<file path="src/core/rcw_pkg.sv">
package rcw_pkg;

    // ****************************************
    // Register map (printed offsets are word indexes)
    // ****************************************
    localparam int ADDR_W = 18;
    localparam logic [15:0] CLEAR_IDX = 16'hffff;
    localparam logic [15:0] CONFIG_IDX = 16'hfffe;
    localparam logic [15:0] CAUSE_IDX = 16'hfe01;
    localparam logic [15:0] MASK_IDX = 16'hfe02;

    // ****************************************
    // Field layout and reset values
    // ****************************************
    localparam int CFG_DIS_BIT = 0;
    localparam int CFG_STOP_EN_BIT = 1;
    localparam int CFG_RATE_BIT = 7;
    localparam logic [7:0] CFG_RESET = 8'h00;
    localparam int CAUSE_W = 2;
    localparam int CAUSE_WDG_BIT = 0;
    localparam int CAUSE_ILL_BIT = 1;
    localparam logic [CAUSE_W-1:0] CAUSE_RESET = 2'h0;
    localparam logic [CAUSE_W-1:0] MASK_RESET = 2'h0;

    // ****************************************
    // Counter chain
    // ****************************************
    localparam int PRE_W = 12;
    localparam int TMO_W = 6;
    localparam int SERVICE_LOW = 4;
    localparam logic [PRE_W-1:0] PRE_TOP = 12'hfff;
    localparam logic [TMO_W-1:0] TMO_TOP = 6'h3f;
    localparam logic [TMO_W-1:0] TMO_SHORT = 6'h01;

    // ****************************************
    // Slow-clock counts
    // ****************************************
    localparam int HOLD_W = 5;
    localparam logic [HOLD_W-1:0] HOLD_LAST = 5'h1f;
    localparam logic [11:0] POR_LAST = 12'hfff;

    typedef enum logic [1:0] {
        RCW_RUN = 2'b01,
        RCW_HOLD = 2'b10
    } rcw_state_t;

endpackage

</file>
<file path="src/core/rcw_chain.sv">
`timescale 1ns/100ps

module rcw_chain (
    // Clock and reset
    input wire logic clk,
    input wire logic rst_n,
    // Control
    input wire logic tick,
    input wire logic clr_all,
    input wire logic clr_pre,
    input wire logic clr_service,
    input wire logic rate_sel,
    // State
    output logic [rcw_pkg::PRE_W-1:0] pre_cnt,
    output logic [rcw_pkg::TMO_W-1:0] tmo_cnt,
    output logic ovf
);

    logic [rcw_pkg::PRE_W-1:0] pre_next;
    logic [rcw_pkg::TMO_W-1:0] tmo_next;
    logic ovf_next;
    wire logic carry = tick & (pre_cnt == rcw_pkg::PRE_TOP);
    wire logic at_top = rate_sel ? (tmo_cnt == rcw_pkg::TMO_SHORT)
                                 : (tmo_cnt == rcw_pkg::TMO_TOP);

    always_comb begin
        pre_next = pre_cnt;
        tmo_next = tmo_cnt;
        ovf_next = 1'b0;
        if (clr_all) begin
            pre_next = '0;
            tmo_next = '0;
        end else begin
            if (tick) begin
                pre_next = pre_cnt + 12'h001;
            end
            if (carry) begin
                tmo_next = tmo_cnt + 6'h01;
                ovf_next = at_top;
            end
            if (clr_pre) begin
                pre_next = '0;
            end
            if (clr_service) begin
                // Low four stages keep running, hence the 2^4 short of a full period
                pre_next[rcw_pkg::PRE_W-1:rcw_pkg::SERVICE_LOW] = '0;
                tmo_next = '0;
                ovf_next = 1'b0;
            end
        end
    end

    always_ff @(posedge clk or negedge rst_n) begin
        if (!rst_n) begin
            pre_cnt <= '0;
            tmo_cnt <= '0;
            ovf <= 1'b0;
        end else begin
            pre_cnt <= pre_next;
            tmo_cnt <= tmo_next;
            ovf <= ovf_next;
        end
    end

endmodule // rcw_chain

</file>
<file path="src/core/rcw_sync.sv">
`timescale 1ns/100ps

module rcw_sync #(
    parameter int W = 1
) (
    // Clock and reset
    input wire logic clk,
    input wire logic rst_n,
    // Data
    input wire logic [W-1:0] d,
    output logic [W-1:0] q
);

    logic [W-1:0] meta_reg;

    always_ff @(posedge clk or negedge rst_n) begin
        if (!rst_n) begin
            meta_reg <= '0;
            q <= '0;
        end else begin
            meta_reg <= d;
            q <= meta_reg;
        end
    end

endmodule // rcw_sync

</file>
<file path="src/core/rcw_watchdog.sv">
`timescale 1ns/100ps

// Functional notes
// 6-bit timeout counter after 12-bit prescaler
// Chain runs from internal slow clock
// Rate bit picks short or long timeout
// Overflow without restart raises reset
// Clear-port write clears timeout, prescaler upper stages
// Clear-port read returns vector low byte
// Reset pin low 32 ticks, cause flag
// Prescaler cleared 4096 ticks after power-up
// Internal reset clears both counters
// Reset vector fetch clears prescaler
// Disable bit blocks watchdog resets
// No processor interrupt, only reset
// Monitor mode with test voltage disables
// Counting continues in wait mode
// Stop mode freezes count, clears prescaler
// Disabled stop instruction gives illegal-opcode reset
// Break with test voltage on reset pin disables
// Software restarts after reset and around stop
// Carry-driven advance, gated overflow reaches reset
module rcw_watchdog #(
    parameter logic [7:0] VECTOR_LOW = 8'h00
) (
    // Clock and reset
    input wire logic pclk,
    input wire logic presetn,
    // APB slave
    input wire logic psel,
    input wire logic penable,
    input wire logic pwrite,
    input wire logic [rcw_pkg::ADDR_W-1:0] paddr,
    input wire logic [31:0] pwdata,
    output logic [31:0] prdata,
    output logic pready,
    output logic pslverr,
    // Slow oscillator and test-voltage detectors
    input wire logic internal_slow_clock,
    input wire logic vtst_irq_pin,
    input wire logic vtst_rst_pin,
    // Core status, same clock
    input wire logic stop_mode,
    input wire logic monitor_mode,
    input wire logic break_active,
    input wire logic stop_instr,
    input wire logic reset_vector_fetch,
    input wire logic internal_reset_req,
    // Reset outputs
    output logic watchdog_reset,
    output logic illegal_opcode_reset,
    output logic rst_pin_out,
    output logic rst_pin_oe,
    // System event line
    output logic irq
);

    // ****************************************
    // Helpers
    // ****************************************
    function automatic logic [rcw_pkg::ADDR_W-1:0] idx_addr(input logic [15:0] idx);
        idx_addr = {idx, 2'b00};
    endfunction

    // ****************************************
    // Pin synchronisers
    // ****************************************
    logic [2:0] pins_sync;
    logic slow_prev_reg;

    rcw_sync #(
        .W(3)
    ) u_sync (
        .clk(pclk),
        .rst_n(presetn),
        .d({vtst_rst_pin, vtst_irq_pin, internal_slow_clock}),
        .q(pins_sync)
    );

    wire logic slow_q = pins_sync[0];
    wire logic tst_irq = pins_sync[1];
    wire logic tst_rst = pins_sync[2];
    wire logic slow_rise = slow_q & ~slow_prev_reg;

    always_ff @(posedge pclk or negedge presetn) begin
        if (!presetn) begin
            slow_prev_reg <= 1'b0;
        end else begin
            slow_prev_reg <= slow_q;
        end
    end

    // ****************************************
    // APB decode
    // ****************************************
    logic [7:0] config_reg;
    logic [rcw_pkg::CAUSE_W-1:0] cause_reg;
    logic [rcw_pkg::CAUSE_W-1:0] mask_reg;
    logic pready_reg;
    logic pslverr_reg;
    logic [31:0] prdata_reg;

    wire logic hit_clear = paddr == idx_addr(rcw_pkg::CLEAR_IDX);
    wire logic hit_cfg = paddr == idx_addr(rcw_pkg::CONFIG_IDX);
    wire logic hit_cause = paddr == idx_addr(rcw_pkg::CAUSE_IDX);
    wire logic hit_mask = paddr == idx_addr(rcw_pkg::MASK_IDX);
    wire logic mapped = hit_clear | hit_cfg | hit_cause | hit_mask;
    wire logic setup = psel & ~penable;
    wire logic wr_fire = psel & penable & pready_reg & pwrite & mapped;
    wire logic service = wr_fire & hit_clear;
    wire logic [31:0] rd_mux = hit_clear ? {24'h00_0000, VECTOR_LOW} :
                               hit_cfg ? {24'h00_0000, config_reg} :
                               hit_cause ? {30'h0000_0000, cause_reg} :
                               hit_mask ? {30'h0000_0000, mask_reg} : 32'h0000_0000;

    always_ff @(posedge pclk or negedge presetn) begin
        if (!presetn) begin
            pready_reg <= 1'b0;
            pslverr_reg <= 1'b0;
            prdata_reg <= 32'h0000_0000;
        end else begin
            pready_reg <= setup;
            pslverr_reg <= setup & ~mapped;
            prdata_reg <= (setup & ~pwrite) ? rd_mux : 32'h0000_0000;
        end
    end

    // ****************************************
    // Configuration
    // ****************************************
    wire logic cfg_dis = config_reg[rcw_pkg::CFG_DIS_BIT];
    wire logic cfg_stop_en = config_reg[rcw_pkg::CFG_STOP_EN_BIT];
    wire logic cfg_rate = config_reg[rcw_pkg::CFG_RATE_BIT];

    always_ff @(posedge pclk or negedge presetn) begin
        if (!presetn) begin
            config_reg <= rcw_pkg::CFG_RESET;
        end else if (wr_fire & hit_cfg) begin
            config_reg <= pwdata[7:0];
        end
    end

    // ****************************************
    // Power-up prescaler clear
    // ****************************************
    logic [11:0] por_cnt_reg;
    logic por_done_reg;
    logic por_clr_reg;

    wire logic por_last = slow_rise & ~por_done_reg & (por_cnt_reg == rcw_pkg::POR_LAST);

    always_ff @(posedge pclk or negedge presetn) begin
        if (!presetn) begin
            por_cnt_reg <= 12'h000;
            por_done_reg <= 1'b0;
            por_clr_reg <= 1'b0;
        end else begin
            if (slow_rise & ~por_done_reg) begin
                por_cnt_reg <= por_cnt_reg + 12'h001;
            end
            por_done_reg <= por_done_reg | por_last;
            por_clr_reg <= por_last;
        end
    end

    // ****************************************
    // Counter chain
    // ****************************************
    rcw_pkg::rcw_state_t state_reg;
    rcw_pkg::rcw_state_t state_next;
    logic [rcw_pkg::PRE_W-1:0] pre_cnt;
    logic [rcw_pkg::TMO_W-1:0] tmo_cnt;
    logic ovf;

    wire logic in_hold = state_reg == rcw_pkg::RCW_HOLD;
    // Wait mode is deliberately not an input: the chain keeps counting there
    wire logic chain_tick = slow_rise & ~stop_mode;
    wire logic chain_clr_all = internal_reset_req | in_hold;
    wire logic chain_clr_pre = stop_mode | reset_vector_fetch | por_clr_reg;

    rcw_chain u_chain (
        .clk(pclk),
        .rst_n(presetn),
        .tick(chain_tick),
        .clr_all(chain_clr_all),
        .clr_pre(chain_clr_pre),
        .clr_service(service),
        .rate_sel(cfg_rate),
        .pre_cnt(pre_cnt),
        .tmo_cnt(tmo_cnt),
        .ovf(ovf)
    );

    // ****************************************
    // Overflow gating and reset hold
    // ****************************************
    logic [rcw_pkg::HOLD_W-1:0] hold_cnt_reg;

    wire logic mon_block = monitor_mode & (tst_irq | tst_rst);
    wire logic brk_block = break_active & tst_rst;
    wire logic wd_fire = ovf & ~cfg_dis & ~mon_block & ~brk_block;
    wire logic wd_event = wd_fire & (state_reg == rcw_pkg::RCW_RUN);
    wire logic hold_end = in_hold & slow_rise & (hold_cnt_reg == rcw_pkg::HOLD_LAST);
    wire logic ill_event = stop_instr & ~cfg_stop_en;

    always_comb begin
        state_next = state_reg;
        unique case (state_reg)
            rcw_pkg::RCW_RUN: begin
                if (wd_event) begin
                    state_next = rcw_pkg::RCW_HOLD;
                end
            end
            rcw_pkg::RCW_HOLD: begin
                if (hold_end) begin
                    state_next = rcw_pkg::RCW_RUN;
                end
            end
            default: begin
                state_next = rcw_pkg::RCW_RUN;
            end
        endcase
    end

    wire logic hold_next = state_next == rcw_pkg::RCW_HOLD;

    always_ff @(posedge pclk or negedge presetn) begin
        if (!presetn) begin
            state_reg <= rcw_pkg::RCW_RUN;
            hold_cnt_reg <= '0;
        end else begin
            state_reg <= state_next;
            if (!in_hold) begin
                hold_cnt_reg <= '0;
            end else if (slow_rise) begin
                hold_cnt_reg <= hold_cnt_reg + 5'h01;
            end
        end
    end

    // ****************************************
    // Cause, mask and outputs
    // ****************************************
    wire logic [rcw_pkg::CAUSE_W-1:0] cause_set = {ill_event, wd_event};
    wire logic [rcw_pkg::CAUSE_W-1:0] cause_w1c =
        (wr_fire & hit_cause) ? pwdata[rcw_pkg::CAUSE_W-1:0] : '0;
    // Set wins over a same-cycle clear
    wire logic [rcw_pkg::CAUSE_W-1:0] cause_next = (cause_reg & ~cause_w1c) | cause_set;

    always_ff @(posedge pclk or negedge presetn) begin
        if (!presetn) begin
            cause_reg <= rcw_pkg::CAUSE_RESET;
            mask_reg <= rcw_pkg::MASK_RESET;
            irq <= 1'b0;
            watchdog_reset <= 1'b0;
            illegal_opcode_reset <= 1'b0;
            rst_pin_out <= 1'b1;
            rst_pin_oe <= 1'b0;
        end else begin
            cause_reg <= cause_next;
            if (wr_fire & hit_mask) begin
                mask_reg <= pwdata[rcw_pkg::CAUSE_W-1:0];
            end
            // Event line toward the system, never the processor's request input
            irq <= |(cause_next & mask_reg);
            watchdog_reset <= hold_next;
            illegal_opcode_reset <= ill_event;
            rst_pin_out <= ~hold_next;
            rst_pin_oe <= hold_next;
        end
    end

    assign prdata = prdata_reg;
    assign pready = pready_reg;
    assign pslverr = pslverr_reg;

    logic [5:0] hold_ticks_reg;

    always_ff @(posedge pclk or negedge presetn) begin
        if (!presetn) begin
            hold_ticks_reg <= 6'h00;
        end else if (!in_hold) begin
            hold_ticks_reg <= 6'h00;
        end else if (slow_rise) begin
            hold_ticks_reg <= hold_ticks_reg + 6'h01;
        end
    end
endmodule // rcw_watchdog

</file>
<file path="config.mk">
export PLATFORM = sky130hd
export DESIGN_NAME = rcw_watchdog
export DESIGN_NICKNAME = d
export VERILOG_FILES = /design/src/core/rcw_pkg.sv /design/src/core/rcw_chain.sv /design/src/core/rcw_sync.sv /design/src/core/rcw_watchdog.sv
export SDC_FILE = /design/constraint.sdc
export NUM_CORES = 1
export LEC_CHECK = 0
export ABC_AREA = 1
export CAP_MARGIN = 20
export CELL_PAD_IN_SITES_DETAIL_PLACEMENT = 1
export CELL_PAD_IN_SITES_GLOBAL_PLACEMENT = 1
export CORE_MARGIN = 2
export CORE_UTILIZATION = 46
export DETAILED_ROUTE_END_ITERATION = 10
export DONT_BUFFER_PORTS = 1
export PLACE_DENSITY_LB_ADDON = 0.25
export SLEW_MARGIN = 20
export SYNTH_ARGS = -nofsm -noshare
export SYNTH_HDL_FRONTEND = slang
export SYNTH_SLANG_ARGS = --single-unit
export TNS_END_PERCENT = 100
</file>
<file path="constraint.sdc">
create_clock -name pclk -period 2.2 [get_ports pclk]
set_input_delay 0.11 -clock pclk [delete_from_list [all_inputs] [get_ports pclk]]
set_output_delay 0.11 -clock pclk [all_outputs]
set_load 0.005 [all_outputs]
</file>
-- Word level (Yosys, flattened, before mapping)
Index checks and enable logic that the tools add are counted.
- word-level logic and storage cells: 113
- input bits: 64
- register bits after elaboration: 73
- $add $sub $neg: 4
- muxes and demuxes: 22
- equality and inequality tests: 13
- reduce and logical (&&, ||, !) cells: 4
- bitwise gates (word level): 48
- operators with widths (kind ; number):
    $eq 18x18->1 const B ; 4
    $mux 12 ; 3
    $mux 8 ; 4
    $and 1x1->1 ; 25
    $add 12x1->12 const B ; 2
    $eq 12x12->1 const B ; 2
    $mux 6 ; 3
    $not 1->1 ; 11
    $mux 2 ; 5
    $mux 5 ; 2
    $or 1x1->1 ; 8
    $add 6x1->6 const B ; 1
    $eq 6x1->1 const B ; 1
    $eq 6x6->1 const B ; 1
    $reduce_bool 3->1 ; 2
    $add 5x1->5 const B ; 1
    $eq 5x5->1 const B ; 1
    $and 2x2->2 ; 2
    $eq 2x2->1 const B ; 2
    $mux 1 ; 4
    $pmux 2 s2 ; 1
    $reduce_bool 4->1 ; 1
    $eq 2x1->1 const B ; 1
    $ne 2x2->1 const B ; 1
    3 further kinds ; 3

-- Depth between registers and ports, before layout
Gate-level depths: netlist of the first run.
- word-level depth: 12
- depth in mapped cells: 12
- mapped depth without buffers: 12

-- By module
From an unflattened synthesis of the first run, not the netlist that was laid out.
- cells, all modules: 445
- area total of the unflattened synthesis: 3816.2 um^2
- modules (own cells, without submodules) (module ; cells each ; area each (um^2) ; times used):
    rcw_watchdog ; 291 ; 2558.7 ; 1
    rcw_chain ; 148 ; 1107.3 ; 1
    rcw_sync ; 6 ; 150.1 ; 1

-- Worst setup path before layout of the first run
No wires, ideal clock.
- kind: register to register
- from: register state_reg[0]
- to: register u_chain.pre_cnt[4] (netlist name)
- path buffers: 1
- data required time: 2.135 ns
- arrival time: 1.651 ns
- cell stages (with the launch flop): 11
- setup slack: 0.484 ns
- cells stage by stage: dfstp_2 -> inv_1 -> ha_1 -> buf_2 -> nor2_4 -> nand2_1 -> nor2_1 -> nand2_4 -> inv_4 -> nand2_1 -> nand2_1
- cells in the longest elaborated chain, start to end: 3
- RTL lines (what ; RTL line ; RTL):
    start, declared ; rcw_watchdog.sv:169 ; rcw_pkg::rcw_state_t state_reg;
    start signal, assigned ; rcw_watchdog.sv:229 ; state_reg <= rcw_pkg::RCW_RUN;
    start signal, assigned ; rcw_watchdog.sv:232 ; state_reg <= state_next;
    $eq 2x2->1 * ; rcw_watchdog.sv:175 ; wire logic in_hold = state_reg == rcw_pkg::RCW_HOLD;
    $or 1x1->1 * ; rcw_watchdog.sv:178 ; wire logic chain_clr_all = internal_reset_req | in_hold;
    $reduce_bool 4->1 (no line) or $mux 12 (tied branches) ; n/a ;
    end signal, assigned ; rcw_chain.sv:59 ; pre_cnt <= pre_next;
    end, declared ; rcw_chain.sv:14 ; output logic [rcw_pkg::PRE_W-1:0] pre_cnt,
Every way passes the cells marked *; elsewhere a longest branch is shown, timed or not.
A chain may end at the register's enable or synchronous reset.

-- Worst setup path after layout of the first run
- from: register state_reg[0]
- to: register rst_pin_oe
- cells in the longest elaborated chain, start to end: 6
- RTL lines (what ; RTL line ; RTL):
    $eq 2x2->1 ; rcw_watchdog.sv:175, rcw_watchdog.sv:208 ;
    $and 1x1->1 (2 in a row) ; rcw_watchdog.sv:203 ; wire logic hold_end = in_hold & slow_rise & (hold_cnt_reg == rcw_pkg::HOLD_LAST);
    $mux 2 ; rcw_watchdog.sv:215 ; if (hold_end) begin
    $pmux 2 s2 * ; rcw_watchdog.sv:208 ; unique case (state_reg)
    $eq 2x2->1 * ; rcw_watchdog.sv:225 ; wire logic hold_next = state_next == rcw_pkg::RCW_HOLD;
    named net hold_next ; rcw_watchdog.sv:225 ;
    end signal, assigned ; rcw_watchdog.sv:269 ; rst_pin_oe <= hold_next;
    end, declared ; rcw_watchdog.sv:53 ; output logic rst_pin_oe,
The timed path passes the listed nets; every way through them passes the cells marked *.

==> out/metrics.json, run 1 <==
{
  "timing.critical_path.to_type": {"value": "register"},
  "synth_sequential_area_ratio": {"value": 47.1, "unit": "%"},
  "area_fraction_in_compound_gates_after_synthesis": {"value": 5.02, "unit": "%"},
  "reg_clk_slew_reported_paths": {"value": 0.08, "unit": "ns"},
  "finClkSkew": {"value": 0.00698, "unit": "ns"},
  "global_route.overflow_total": {"value": 0},
  "asyncSetResetFlopFracSynth": {"value": 100, "unit": "%"},
  "worst_path_most_repeated_cell": {"value": "nor2_1"},
  "arrival": {"value": 2.07, "unit": "ns"},
  "final_common_cell": {"value": "nand2_1"},
  "start_util": {"value": 47.3, "unit": "%"},
  "yosys_warnings": {"value": 0},
  "antenna_found_initial": {"value": 0},
  "setup_viol_count_final": {"value": 0},
  "edff_count_synth": {"value": 0},
  "grt-busiest-layer": {"value": "met2"},
  "clock_power_share": {"value": 43.7, "unit": "%"},
  "post-layout-total-power": {"value": 2.93, "unit": "mW"},
  "netlist_area": {"value": 3890, "unit": "um^2"},
  "seq_power_share": {"value": 48.9, "unit": "%"},
  "netlist_instances": {"value": 463},
  "cp_slowest_stage_delay": {"value": 0.39, "unit": "ns"},
  "cell_internal_pwr": {"value": 2.23, "unit": "mW"},
  "first_pass_grt_wire_length": {"value": 13900, "unit": "um"},
  "crit_chain": {"value": "inv_1, ha_1, inv_1, nor2_1, nand2_1, a21oi_1, nor2_1, nor2_1, nor2_1"},
  "tritoncts": {"value": "done"},
  "power.density": {"value": 673, "unit": "nW/um^2"},
  "startpoint_type": {"value": "register"},
  "htree_levels": {"value": 3},
  "cts_root_buffer": {"value": "clkbuf_8"},
  "detailedRoute.firstIterationViolations": {"value": 128},
  "ctsLongestPathBuffers": {"value": 2},
  "grt_setup_unrepaired": {"value": "false"},
  "mostFrequentLayoutCells": {"value": "nand2_1, inv_1, dfrtp_1"},
  "synth.ff_latch_count": {"value": 73},
  "simple_gate_fraction_of_synth_area": {"value": 28.2, "unit": "%"},
  "grt_use_total": {"value": 19.9, "unit": "%"},
  "portion_of_netlist_area_occupied_by_mux_cells": {"value": 0.837, "unit": "%"},
  "groute.layer.met1.usage": {"value": 25.0, "unit": "%"},
  "maxSlewViolCount": {"value": 0},
  "ioPinCount": {"value": 103},
  "detailed_place_hpwl": {"value": 5910, "unit": "um"},
  "largest_voltage_drop_on_the_vdd_net": {"value": 463, "unit": "uV"},
  "fp-row-count": {"value": 33},
  "pwr-share-comb": {"value": 7.4, "unit": "%"},
  "pre_cts_slack": {"value": 0.387, "unit": "ns"},
  "fillers": {"value": 982},
  "placeable_area": {"value": 8220, "unit": "um^2"},
  "timing.critical_path.fanout_max": {"value": 8},
  "final_instance_count_excl_fillers": {"value": 599},
  "tritoncts.num_buffers": {"value": 9},
  "yosys.area_share.adder": {"value": 2.25, "unit": "%"},
  "die_h": {"value": 95.9, "unit": "um"},
  "fraction_of_layout_cells_with_a_size_suffix_above_1": {"value": 10.3, "unit": "%"},
  "finalWeightedCongestion": {"value": 0.773},
  "clock_insertion_delay_worst_skew": {"value": 0.35, "unit": "ns"},
  "finalCoreUtilization": {"value": 53.1, "unit": "%"},
  "place.port_buffers": {"value": 0},
  "slowest_stage": {"value": "dfstp_2"},
  "post-route-worst-setup-slack": {"value": 0.358, "unit": "ns"},
  "switching_share": {"value": 24.0, "unit": "%"},
  "xor_xnor_share_of_the_synthesized_area": {"value": 4.28, "unit": "%"},
  "groute.layer.met3.usage": {"value": 5.95, "unit": "%"},
  "globalRouteMet2Util": {"value": 32.3, "unit": "%"},
  "routed_wire_length_per_instance": {"value": 13.7, "unit": "um"},
  "worst_hold_path_type": {"value": "in -> reg"},
  "vias": {"value": 2980},
  "area_growth": {"value": 12.2, "unit": "%"},
  "total_switching_power": {"value": 0.703, "unit": "mW"},
  "post_cts.repair.setup_buffers": {"value": 0},
  "worst_ep_required_time": {"value": 2.43, "unit": "ns"},
  "grt_max_degree": {"value": 74},
  "firstDrtPassIters": {"value": 4},
  "n_antenna_cell": {"value": 0},
  "dominant_combinational_cell_family_by_area_after_synthesis": {"value": "simple AND/OR/NAND/NOR gates"},
  "min_period": {"value": 1.84, "unit": "ns"},
  "setup.reg_to_reg.worst_slack": {"value": 0.36, "unit": "ns"},
  "fp.dieW": {"value": 95.9, "unit": "um"},
  "dpl_cell_area": {"value": 3920, "unit": "um^2"},
  "routed_via_density": {"value": 4.97},
  "final.setup.tns": {"value": 0, "unit": "ns"},
  "route.detailed.drc": {"value": 0},
  "hold_slack": {"value": 0.0224, "unit": "ns"},
  "post-place-cells": {"value": 566},
  "nNetsFinal": {"value": 561},
  "leakage": {"value": 2.15, "unit": "nW"},
  "most_frequently_used_flop_master_after_synthesis": {"value": "dfrtp_1"},
  "area_of_the_die": {"value": 9200, "unit": "um^2"},
  "maxCapViolations": {"value": 0},
  "post-route-cell-area": {"value": 4360, "unit": "um^2"},
  "outcome": {"value": "completed"},
  "route.final.wire_length": {"value": 8180, "unit": "um"},
  "finalCritPeriodShare": {"value": 83.7, "unit": "%"},
  "worstSetupPathType": {"value": "reg -> reg"},
  "final_hold_viol_count": {"value": 0},
  "detail-route-antenna-nets": {"value": 0},
  "clock_sinks": {"value": 73},
  "ys_types": {"value": 40},
  "fmax": {"value": 0.543, "unit": "GHz"},
  "grt_pass1_vias": {"value": 3091},
  "syn_avg_cell_area": {"value": 8.40, "unit": "um^2"}
}
-- synthesized netlist by cell type, types with 2 or more instances --
cell type | instances | share of area [%]
dfrtp_1 | 71 | 46
a211oi_1 | 2 | 0.39
o21ai_0 | 18 | 2.3
xnor2_1 | 5 | 1.1
mux2_2 | 2 | 0.58
a31oi_1 | 2 | 0.32
buf_2 | 2 | 0.26
nor2_4 | 5 | 1.4
nand2_1 | 78 | 7.5
nand2_4 | 2 | 0.58
inv_1 | 71 | 6.9
buf_4 | 25 | 4.8
nand4_1 | 11 | 1.8
nor3_1 | 21 | 2.7
ha_1 | 7 | 2.3
nand2_2 | 5 | 0.80
and3_1 | 2 | 0.32
dfstp_2 | 2 | 1.4
nand3_1 | 30 | 3.9
nor2_2 | 5 | 0.80
inv_2 | 2 | 0.19
a21oi_1 | 9 | 1.2
nor2_1 | 55 | 5.3
nand3_2 | 2 | 0.51
xor2_1 | 14 | 3.2
-- path summary, 6_finish.rpt --
path,startpoint,endpoint,depth (start not counted)
min,psel,pslverr,4
min in group asynchronous,presetn,pslverr,2
max,state_reg[0],rst_pin_oe,9
min reg2reg,u_sync.meta_reg[2],u_sync.q[2],0
max in group asynchronous,presetn,rst_pin_out,2
max reg2reg,state_reg[0],rst_pin_oe,9
-- logic make-up after synthesis --
family,Yosys count
and+or+nand+nor,224
buffers and inverters,101
DFF,73
AOI/OAI and AO/OA,35
xor gates and xnor gates,19
adders and majority gates,7
muxes,3
other,1
-- routing by layer --
layer  wire length, um  vias to the layer above  part of all wire (%)
met2              3890                       59                    47
met5                 0                        -                     0
met4               126                        0                   1.5
li1                  -                     1465                     -
met3               462                       11                   5.6
met1              3710                     1445                    45
-- layout make-up --
class | instances | area [um^2] | share of cell area (%)
Multi-Input combinational cell | 312 | 1670 | 38.2
Inverter | 74 | 280 | 6.43
Clock buffer | 9 | 124 | 2.84
Timing Repair Buffer | 20 | 213 | 4.88
Tap cell | 105 | 131 | 3.01
Clock inverter | 6 | 116 | 2.67
Sequential cell | 73 | 1830 | 42.0
-- power groups by stage --
stage / Sequential, mW / Combinational, mW / Clock [mW]
after floorplan: 1.45 / 0.160 / 0
after global placement: 1.46 / 0.155 / 0
after detailed placement: 1.46 / 0.161 / 0
after CTS: 1.43 / 0.220 / 1.32
after global routing: 1.44 / 0.256 / 1.37
final: 1.43 / 0.217 / 1.28
-- worst max-delay path: cells and delay by family (launching register included) --
kind | cells | cell delay, ns
AOI/OAI and AO/OA | 1 | 0.15
adders and majority gates | 1 | 0.37
buffers and inverters | 2 | 0.18
DFF | 1 | 0.39
and+or+nand+nor | 5 | 0.64
-- repair_timing --
item | 4_1_cts | 5_1_grt
hold buffers | 18 | 0
gates resized for setup | 0 | 0
hold endpoints to repair | 93 | 0
Power figures use the tool's default switching activity.
==> run 2, diff against run 1 <==
==> constraint.sdc (replaced) <==
create_clock -name pclk -period 1.9 [get_ports pclk]
set_input_delay 0.095 -clock pclk [delete_from_list [all_inputs] [get_ports pclk]]
set_output_delay 0.095 -clock pclk [all_outputs]
set_load 0.005 [all_outputs]
==> out/metrics.json, run 2 (synthesis results as in run 1) <==
{
  "outcome": {"value": "completed", "change": "unchanged"},
  "tritoncts": {"value": "done", "change": "unchanged"},
  "route.final.wire_length": {"value": 8840, "unit": "um", "change": "was 8180 um"},
  "clock_sinks": {"value": 73, "change": "unchanged"},
  "fmax": {"value": 0.573, "unit": "GHz", "change": "was 0.543 GHz"},
  "ctsLongestPathBuffers": {"value": 2, "change": "unchanged"},
  "min_period": {"value": 1.74, "unit": "ns", "change": "was 1.84 ns"},
  "final_hold_viol_count": {"value": 0, "change": "unchanged"},
  "cts_root_buffer": {"value": "clkbuf_8", "change": "unchanged"},
  "placeable_area": {"value": 8220, "unit": "um^2", "change": "unchanged"},
  "detail-route-antenna-nets": {"value": 0, "change": "unchanged"},
  "detailedRoute.firstIterationViolations": {"value": 91, "change": "was 128"},
  "maxSlewViolCount": {"value": 0, "change": "unchanged"},
  "finClkSkew": {"value": 0.0114, "unit": "ns", "change": "was 0.00698 ns"},
  "power.density": {"value": 735, "unit": "nW/um^2", "change": "was 673 nW/um^2"},
  "fp-row-count": {"value": 33, "change": "unchanged"},
  "grt_use_total": {"value": 21.0, "unit": "%", "change": "was 19.9%"},
  "maxCapViolations": {"value": 0, "change": "unchanged"},
  "global_route.overflow_total": {"value": 0, "change": "unchanged"},
  "ioPinCount": {"value": 103, "change": "unchanged"},
  "grt_setup_unrepaired": {"value": "true", "change": "was false"},
  "worstSetupPathType": {"value": "reg -> reg", "change": "unchanged"},
  "tritoncts.num_buffers": {"value": 9, "change": "unchanged"},
  "start_util": {"value": 47.3, "unit": "%", "change": "unchanged"},
  "worst_hold_path.num_cells": {"value": 4, "change": "unchanged"},
  "worst_r2r_path_depth": {"value": 10, "change": "was 9"},
  "routed_via_density": {"value": 4.99, "change": "was 4.97"},
  "worstReg2RegStart": {"value": "u_chain.pre_cnt[0]", "change": "was state_reg[0]"},
  "first_pass_grt_wire_length": {"value": 14800, "unit": "um", "change": "was 13900 um"},
  "worst_ep_required_time": {"value": 2.13, "unit": "ns", "change": "was 2.43 ns"},
  "arrival": {"value": 1.98, "unit": "ns", "change": "was 2.07 ns"},
  "timing.critical_path.to_type": {"value": "register", "change": "unchanged"},
  "post-layout-total-power": {"value": 3.20, "unit": "mW", "change": "was 2.93 mW"},
  "worst_hold_path_type": {"value": "in -> reg", "change": "unchanged"},
  "startpoint_type": {"value": "register", "change": "unchanged"},
  "detailed_place_hpwl": {"value": 6380, "unit": "um", "change": "was 5910 um"},
  "hold_path.startpoint": {"value": "psel", "change": "unchanged"},
  "die_h": {"value": 95.9, "unit": "um", "change": "unchanged"},
  "grt_pass1_vias": {"value": 3206, "change": "was 3091"},
  "antenna_found_initial": {"value": 0, "change": "unchanged"},
  "fp.dieW": {"value": 95.9, "unit": "um", "change": "unchanged"},
  "area_growth": {"value": 12.1, "unit": "%", "change": "was 12.2%"},
  "routed_wire_length_per_instance": {"value": 14.7, "unit": "um", "change": "was 13.7 um"},
  "firstDrtPassIters": {"value": 4, "change": "unchanged"},
  "fraction_of_layout_cells_with_a_size_suffix_above_1": {"value": 12.1, "unit": "%", "change": "was 10.3%"},
  "n_antenna_cell": {"value": 0, "change": "unchanged"},
  "setup.reg_to_reg.worst_slack": {"value": 0.16, "unit": "ns", "change": "was 0.36 ns"},
  "nNetsFinal": {"value": 563, "change": "was 561"},
  "finalCritPeriodShare": {"value": 91.8, "unit": "%", "change": "was 83.7%"},
  "clock_insertion_delay_worst_skew": {"value": 0.35, "unit": "ns", "change": "about the same"},
  "leakage": {"value": 2.14, "unit": "nW", "change": "was 2.15 nW"},
  "htree_levels": {"value": 3, "change": "unchanged"},
  "whs_endpoint": {"value": "pslverr", "change": "unchanged"},
  "grt_max_degree": {"value": 74, "change": "unchanged"},
  "finalWeightedCongestion": {"value": 0.804, "change": "was 0.773"},
  "pre_cts_slack": {"value": 0.113, "unit": "ns", "change": "was 0.387 ns"},
  "post-route-worst-setup-slack": {"value": 0.156, "unit": "ns", "change": "was 0.358 ns"},
  "area_of_the_die": {"value": 9200, "unit": "um^2", "change": "unchanged"},
  "reg_clk_slew_reported_paths": {"value": 0.08, "unit": "ns", "change": "about the same"},
  "largest_voltage_drop_on_the_vdd_net": {"value": 581, "unit": "uV", "change": "was 463 uV"},
  "place.port_buffers": {"value": 0, "change": "unchanged"},
  "final_common_cell": {"value": "nand2_1", "change": "unchanged"},
  "timing.critical_path.fanout_max": {"value": 4, "change": "was 8"},
  "timing.rr.end": {"value": "u_chain.tmo_cnt[5]", "change": "was rst_pin_oe"},
  "setup_viol_count_final": {"value": 0, "change": "unchanged"},
  "vias": {"value": 3005, "change": "was 2980"},
  "mostFrequentLayoutCells": {"value": "nand2_1, inv_1, dfrtp_1", "change": "unchanged"},
  "route.detailed.drc": {"value": 0, "change": "unchanged"}
}
-- run 2: cell count changes in the layout (fill, tap and decap cells not counted), moves of 2 or more --
cell       delta
buf_4         +3
nor2_1        -3
bufinv_16     -2
inv_6         +2
nor2_2        +2
-- run 2: how the worst max path moves through the flow --
stage,from,endpoint,slack [ns]
detailed placement,state_reg[0],u_chain.pre_cnt[4],0.11
finish,u_chain.pre_cnt[0],u_chain.tmo_cnt[5],0.16
CTS,state_reg[0],u_chain.pre_cnt[4],0.06
global route,hold_cnt_reg[0],rst_pin_out,-0.003
floorplan,state_reg[0],u_chain.pre_cnt[4],0.18
global placement,state_reg[0],u_chain.pre_cnt[4],0.19
-- run 2: worst max-delay path, cell delays in order, from the launching register on --
cell	delay (ns)
dfrtp_2	0.42
ha_1	0.20
nand2_2	0.09
nor2_4	0.12
nand2_2	0.09
nor2_4	0.14
nand4_4	0.15
inv_2	0.11
nand3_1	0.10
xor2_1	0.16
nor2_1	0.05
-- run 2: power by group --
part / internal [mW] / switching [mW] / leakage [nW] / total [mW]
Sequential: 1.61 / 0.0435 / 0.941 / 1.66
Clock: 0.632 / 0.654 / 0.103 / 1.29
Combinational: 0.0955 / 0.164 / 1.09 / 0.259
-- run 2: area by class of cell --
type                       instances  area (um^2)
fill                            1023         3860
sequential                        73         1830
inverter                          74          280
multi-input combinational        312         1680
tap                              105          131
clock buffer                       9          124
timing repair buffer              22          225
clock inverter                     7         83.8
-- run 2: what timing repair did --
action,4_1_cts,5_1_grt
hold endpoints to repair,92,0
setup buffers,0,0
resized for setup,0,6
hold buffers,17,0
setup endpoints to repair,0,12
-- run 2: per-stage QoR --
step	utilization, %	hold WS (ns)	std cells	setup TNS, ns	area, um^2
finish	53.0	0.0301	602	0	4360
global placement	48.0	-0.197	569	0	3950
floorplan	-	-0.201	486	0	3970
global route	53.0	0.0444	602	-0.00295	4360
CTS	52.8	0.0130	602	0	4340
detailed placement	48.0	-0.199	569	0	3950
-- run 2: layer usage --
layer  vias up  GRT usage [%]  wire, um
met1      1471           27.0      4010
met4         0           7.38       115
met2        52           34.7      4300
met5         -              0         0
li1       1471              -         -
met3        11           4.93       418
==> run 3, diff against run 2 <==
==> constraint.sdc (replaced) <==
create_clock -name pclk -period 1.85 [get_ports pclk]
set_input_delay 0.0925 -clock pclk [delete_from_list [all_inputs] [get_ports pclk]]
set_output_delay 0.0925 -clock pclk [all_outputs]
set_load 0.005 [all_outputs]
==> out/metrics.json, run 3 (synthesis results as in run 1) <==
{
  "finalCritPeriodShare": {"value": 93.9, "unit": "%", "change": "was 91.8%"},
  "clock_power_share": {"value": 40.1, "unit": "%", "change": "about the same"},
  "post-place-cells": {"value": 569, "change": "unchanged"},
  "seq_power_share": {"value": 51.8, "unit": "%", "change": "about the same"},
  "fraction_of_layout_cells_with_a_size_suffix_above_1": {"value": 12.4, "unit": "%", "change": "was 12.1%"},
  "finalCoreUtilization": {"value": 53.5, "unit": "%", "change": "was 53.0%"},
  "min_period": {"value": 1.74, "unit": "ns", "change": "about the same"},
  "mostFrequentLayoutCells": {"value": "nand2_1, inv_1, dfrtp_1", "change": "unchanged"},
  "cts_root_buffer": {"value": "clkbuf_8", "change": "unchanged"},
  "largest_voltage_drop_on_the_vdd_net": {"value": 527, "unit": "uV", "change": "was 581 uV"},
  "pwr-share-comb": {"value": 8.1, "unit": "%", "change": "about the same"},
  "htree_levels": {"value": 3, "change": "unchanged"},
  "ioPinCount": {"value": 103, "change": "unchanged"},
  "outcome": {"value": "completed", "change": "unchanged"},
  "tritoncts.num_buffers": {"value": 9, "change": "unchanged"},
  "placeable_area": {"value": 8220, "unit": "um^2", "change": "unchanged"},
  "setup_viol_count_final": {"value": 0, "change": "unchanged"},
  "nNetsFinal": {"value": 566, "change": "was 563"},
  "grt_setup_unrepaired": {"value": "true", "change": "unchanged"},
  "switching_share": {"value": 25.5, "unit": "%", "change": "was 26.9%"},
  "timing.rr.end": {"value": "rst_pin_out", "change": "was u_chain.tmo_cnt[5]"},
  "fp.dieW": {"value": 95.9, "unit": "um", "change": "unchanged"},
  "startpoint_type": {"value": "register", "change": "unchanged"},
  "routed_via_density": {"value": 4.96, "change": "was 4.99"},
  "worst_hold_path_type": {"value": "in -> reg", "change": "unchanged"},
  "whs_endpoint": {"value": "u_chain.pre_cnt[1]", "change": "was pslverr"},
  "grt_max_degree": {"value": 74, "change": "unchanged"},
  "maxCapViolations": {"value": 0, "change": "unchanged"},
  "setup.reg_to_reg.worst_slack": {"value": 0.11, "unit": "ns", "change": "was 0.16 ns"},
  "final_hold_viol_count": {"value": 0, "change": "unchanged"},
  "slowest_stage": {"value": "dfrtp_2", "change": "unchanged"},
  "grt_pass1_vias": {"value": 3189, "change": "was 3206"},
  "leakage": {"value": 2.15, "unit": "nW", "change": "was 2.14 nW"},
  "finalWeightedCongestion": {"value": 0.812, "change": "was 0.804"},
  "timing.critical_path.fanout_max": {"value": 4, "change": "unchanged"},
  "routed_wire_length_per_instance": {"value": 14.7, "unit": "um", "change": "about the same"},
  "area_growth": {"value": 13.1, "unit": "%", "change": "was 12.1%"},
  "clock_sinks": {"value": 73, "change": "unchanged"},
  "fp-row-count": {"value": 33, "change": "unchanged"},
  "final_common_cell": {"value": "nand2_1", "change": "unchanged"},
  "worst_hold_path.num_cells": {"value": 3, "change": "was 4"},
  "post-route-cell-area": {"value": 4400, "unit": "um^2", "change": "was 4360 um^2"},
  "tritoncts": {"value": "done", "change": "unchanged"},
  "worst_ep_required_time": {"value": 2.13, "unit": "ns", "change": "about the same"},
  "route.final.wire_length": {"value": 8890, "unit": "um", "change": "was 8840 um"},
  "grt_use_total": {"value": 20.8, "unit": "%", "change": "was 21.0%"},
  "maxSlewViolCount": {"value": 0, "change": "unchanged"},
  "crit_family": {"value": "simple AND/OR/NAND/NOR gates", "change": "unchanged"},
  "detail-route-antenna-nets": {"value": 0, "change": "unchanged"},
  "hold_path.startpoint": {"value": "stop_mode", "change": "was psel"},
  "first_pass_grt_wire_length": {"value": 14800, "unit": "um", "change": "about the same"},
  "place.port_buffers": {"value": 0, "change": "unchanged"},
  "crit_buf_inv": {"value": 2, "change": "was 1"},
  "clock_insertion_delay_worst_skew": {"value": 0.35, "unit": "ns", "change": "about the same"},
  "vias": {"value": 3005, "change": "unchanged"},
  "worst_path_most_repeated_cell": {"value": "inv_1"},
  "worstReg2RegStart": {"value": "hold_cnt_reg[0]", "change": "was u_chain.pre_cnt[0]"},
  "crit_chain": {"value": "ha_2, and3_1, ha_1, nand2_1, o21ai_1, nor3_2, inv_1, nor2_2, inv_1", "change": "was ha_1, nand2_2, nor2_4, nand2_2, nor2_4, nand4_4, inv_2, nand3_1, xor2_1, nor2_1"},
  "final_instance_count_excl_fillers": {"value": 606, "change": "was 602"},
  "detailed_place_hpwl": {"value": 6340, "unit": "um", "change": "was 6380 um"},
  "cell_internal_pwr": {"value": 2.46, "unit": "mW", "change": "was 2.34 mW"},
  "antenna_found_initial": {"value": 2, "change": "was 0"},
  "ctsLongestPathBuffers": {"value": 2, "change": "unchanged"},
  "total_switching_power": {"value": 0.840, "unit": "mW", "change": "was 0.861 mW"},
  "fmax": {"value": 0.576, "unit": "GHz", "change": "was 0.573 GHz"},
  "area_of_the_die": {"value": 9200, "unit": "um^2", "change": "unchanged"},
  "timing.critical_path.from": {"value": "hold_cnt_reg[0]", "change": "was u_chain.pre_cnt[0]"},
  "power.density": {"value": 750, "unit": "nW/um^2", "change": "was 735 nW/um^2"},
  "reg_clk_slew_reported_paths": {"value": 0.08, "unit": "ns", "change": "about the same"},
  "start_util": {"value": 47.3, "unit": "%", "change": "unchanged"},
  "timing.critical_path.to_type": {"value": "register", "change": "unchanged"},
  "dpl_cell_area": {"value": 3950, "unit": "um^2", "change": "unchanged"},
  "cp_slowest_stage_delay": {"value": 0.44, "unit": "ns", "change": "was 0.42 ns"},
  "die_h": {"value": 95.9, "unit": "um", "change": "unchanged"},
  "arrival": {"value": 2.02, "unit": "ns", "change": "was 1.98 ns"},
  "detailedRoute.firstIterationViolations": {"value": 139, "change": "was 91"},
  "route.detailed.drc": {"value": 0, "change": "unchanged"},
  "finClkSkew": {"value": 0.00593, "unit": "ns", "change": "was 0.0114 ns"},
  "worst_r2r_path_depth": {"value": 9, "change": "was 10"},
  "worstSetupPathType": {"value": "reg -> reg", "change": "unchanged"},
  "global_route.overflow_total": {"value": 0, "change": "unchanged"},
  "firstDrtPassIters": {"value": 4, "change": "unchanged"}
}
==> run 3: changes by cell type in the layout (fill, tap and decap cells not counted), moves of 2 or more <==
cell	change
clkbuf_8	+2
buf_4	+2
inv_6	-3
nor2_1	+2
nor2_2	-2
==> run 3: layer usage <==
layer | share of wire [%] | global-route usage (%) | vias up
met5 | 0.15 | 0 | -
li1 | - | - | 1476
met2 | 50 | 35.7 | 50
met3 | 4.9 | 4.93 | 14
met4 | 1.3 | 6.43 | 2
met1 | 44 | 26.0 | 1463
==> run 3: cell type report <==
| class | instances | area (um^2) |
|---|---|---|
| diodes | 1 | 2.50 |
| clock buffers | 12 | 155 |
| clock inverters | 4 | 51.3 |
| fillers | 989 | 3820 |
| inverters | 74 | 280 |
| multi-input cells | 312 | 1690 |
| flip-flops and latches | 73 | 1830 |
| well taps | 105 | 131 |
| repair buffers | 25 | 250 |
==> run 3: power by group through the flow <==
stage / registers, mW / logic (mW) / clock network (mW)
3_3_place_gp: 1.73 / 0.184 / 0
5_1_grt: 1.72 / 0.308 / 1.41
4_1_cts: 1.71 / 0.266 / 1.36
3_5_place_dp: 1.74 / 0.195 / 0
6_report: 1.71 / 0.266 / 1.32
2_1_floorplan: 1.72 / 0.191 / 0
==> run 3: through the flow <==
step                setup slack, ns  hold slack (ns)  power, mW  TNS (ns)
global placement              0.149           -0.200       1.92         0
global route                -0.0418           0.0483       3.44   -0.0418
CTS                          0.0583           0.0259       3.33         0
finish                        0.112           0.0251       3.30         0
detailed placement           0.0754           -0.200       1.93         0
floorplan                     0.134           -0.203       1.92         0
==> run 3: worst max-delay path by stage <==
| stage | endpoint | cells past startpoint |
|---|---|---|
| global placement | u_chain.pre_cnt[11] | 9 |
| CTS | u_chain.tmo_cnt[4] | 10 |
| global route | rst_pin_out | 10 |
| detailed placement | u_chain.tmo_cnt[4] | 10 |
| finish | rst_pin_out | 9 |
| floorplan | u_chain.pre_cnt[4] | 10 |
==> run 3: repair_timing <==
| item | in CTS | in global routing |
|---|---|---|
| hold endpoints to repair | 94 | 0 |
| resized for setup | 0 | 9 |
| endpoints found under the setup margin | 0 | 16 |
| setup buffers | 0 | 2 |
| hold buffers | 18 | 0 |
==> run 3: tightest hold or removal path, stage by stage <==
cell and delay [ns]:
nor3_1 0.04, nand2_1 0.13, a21oi_1 0.06
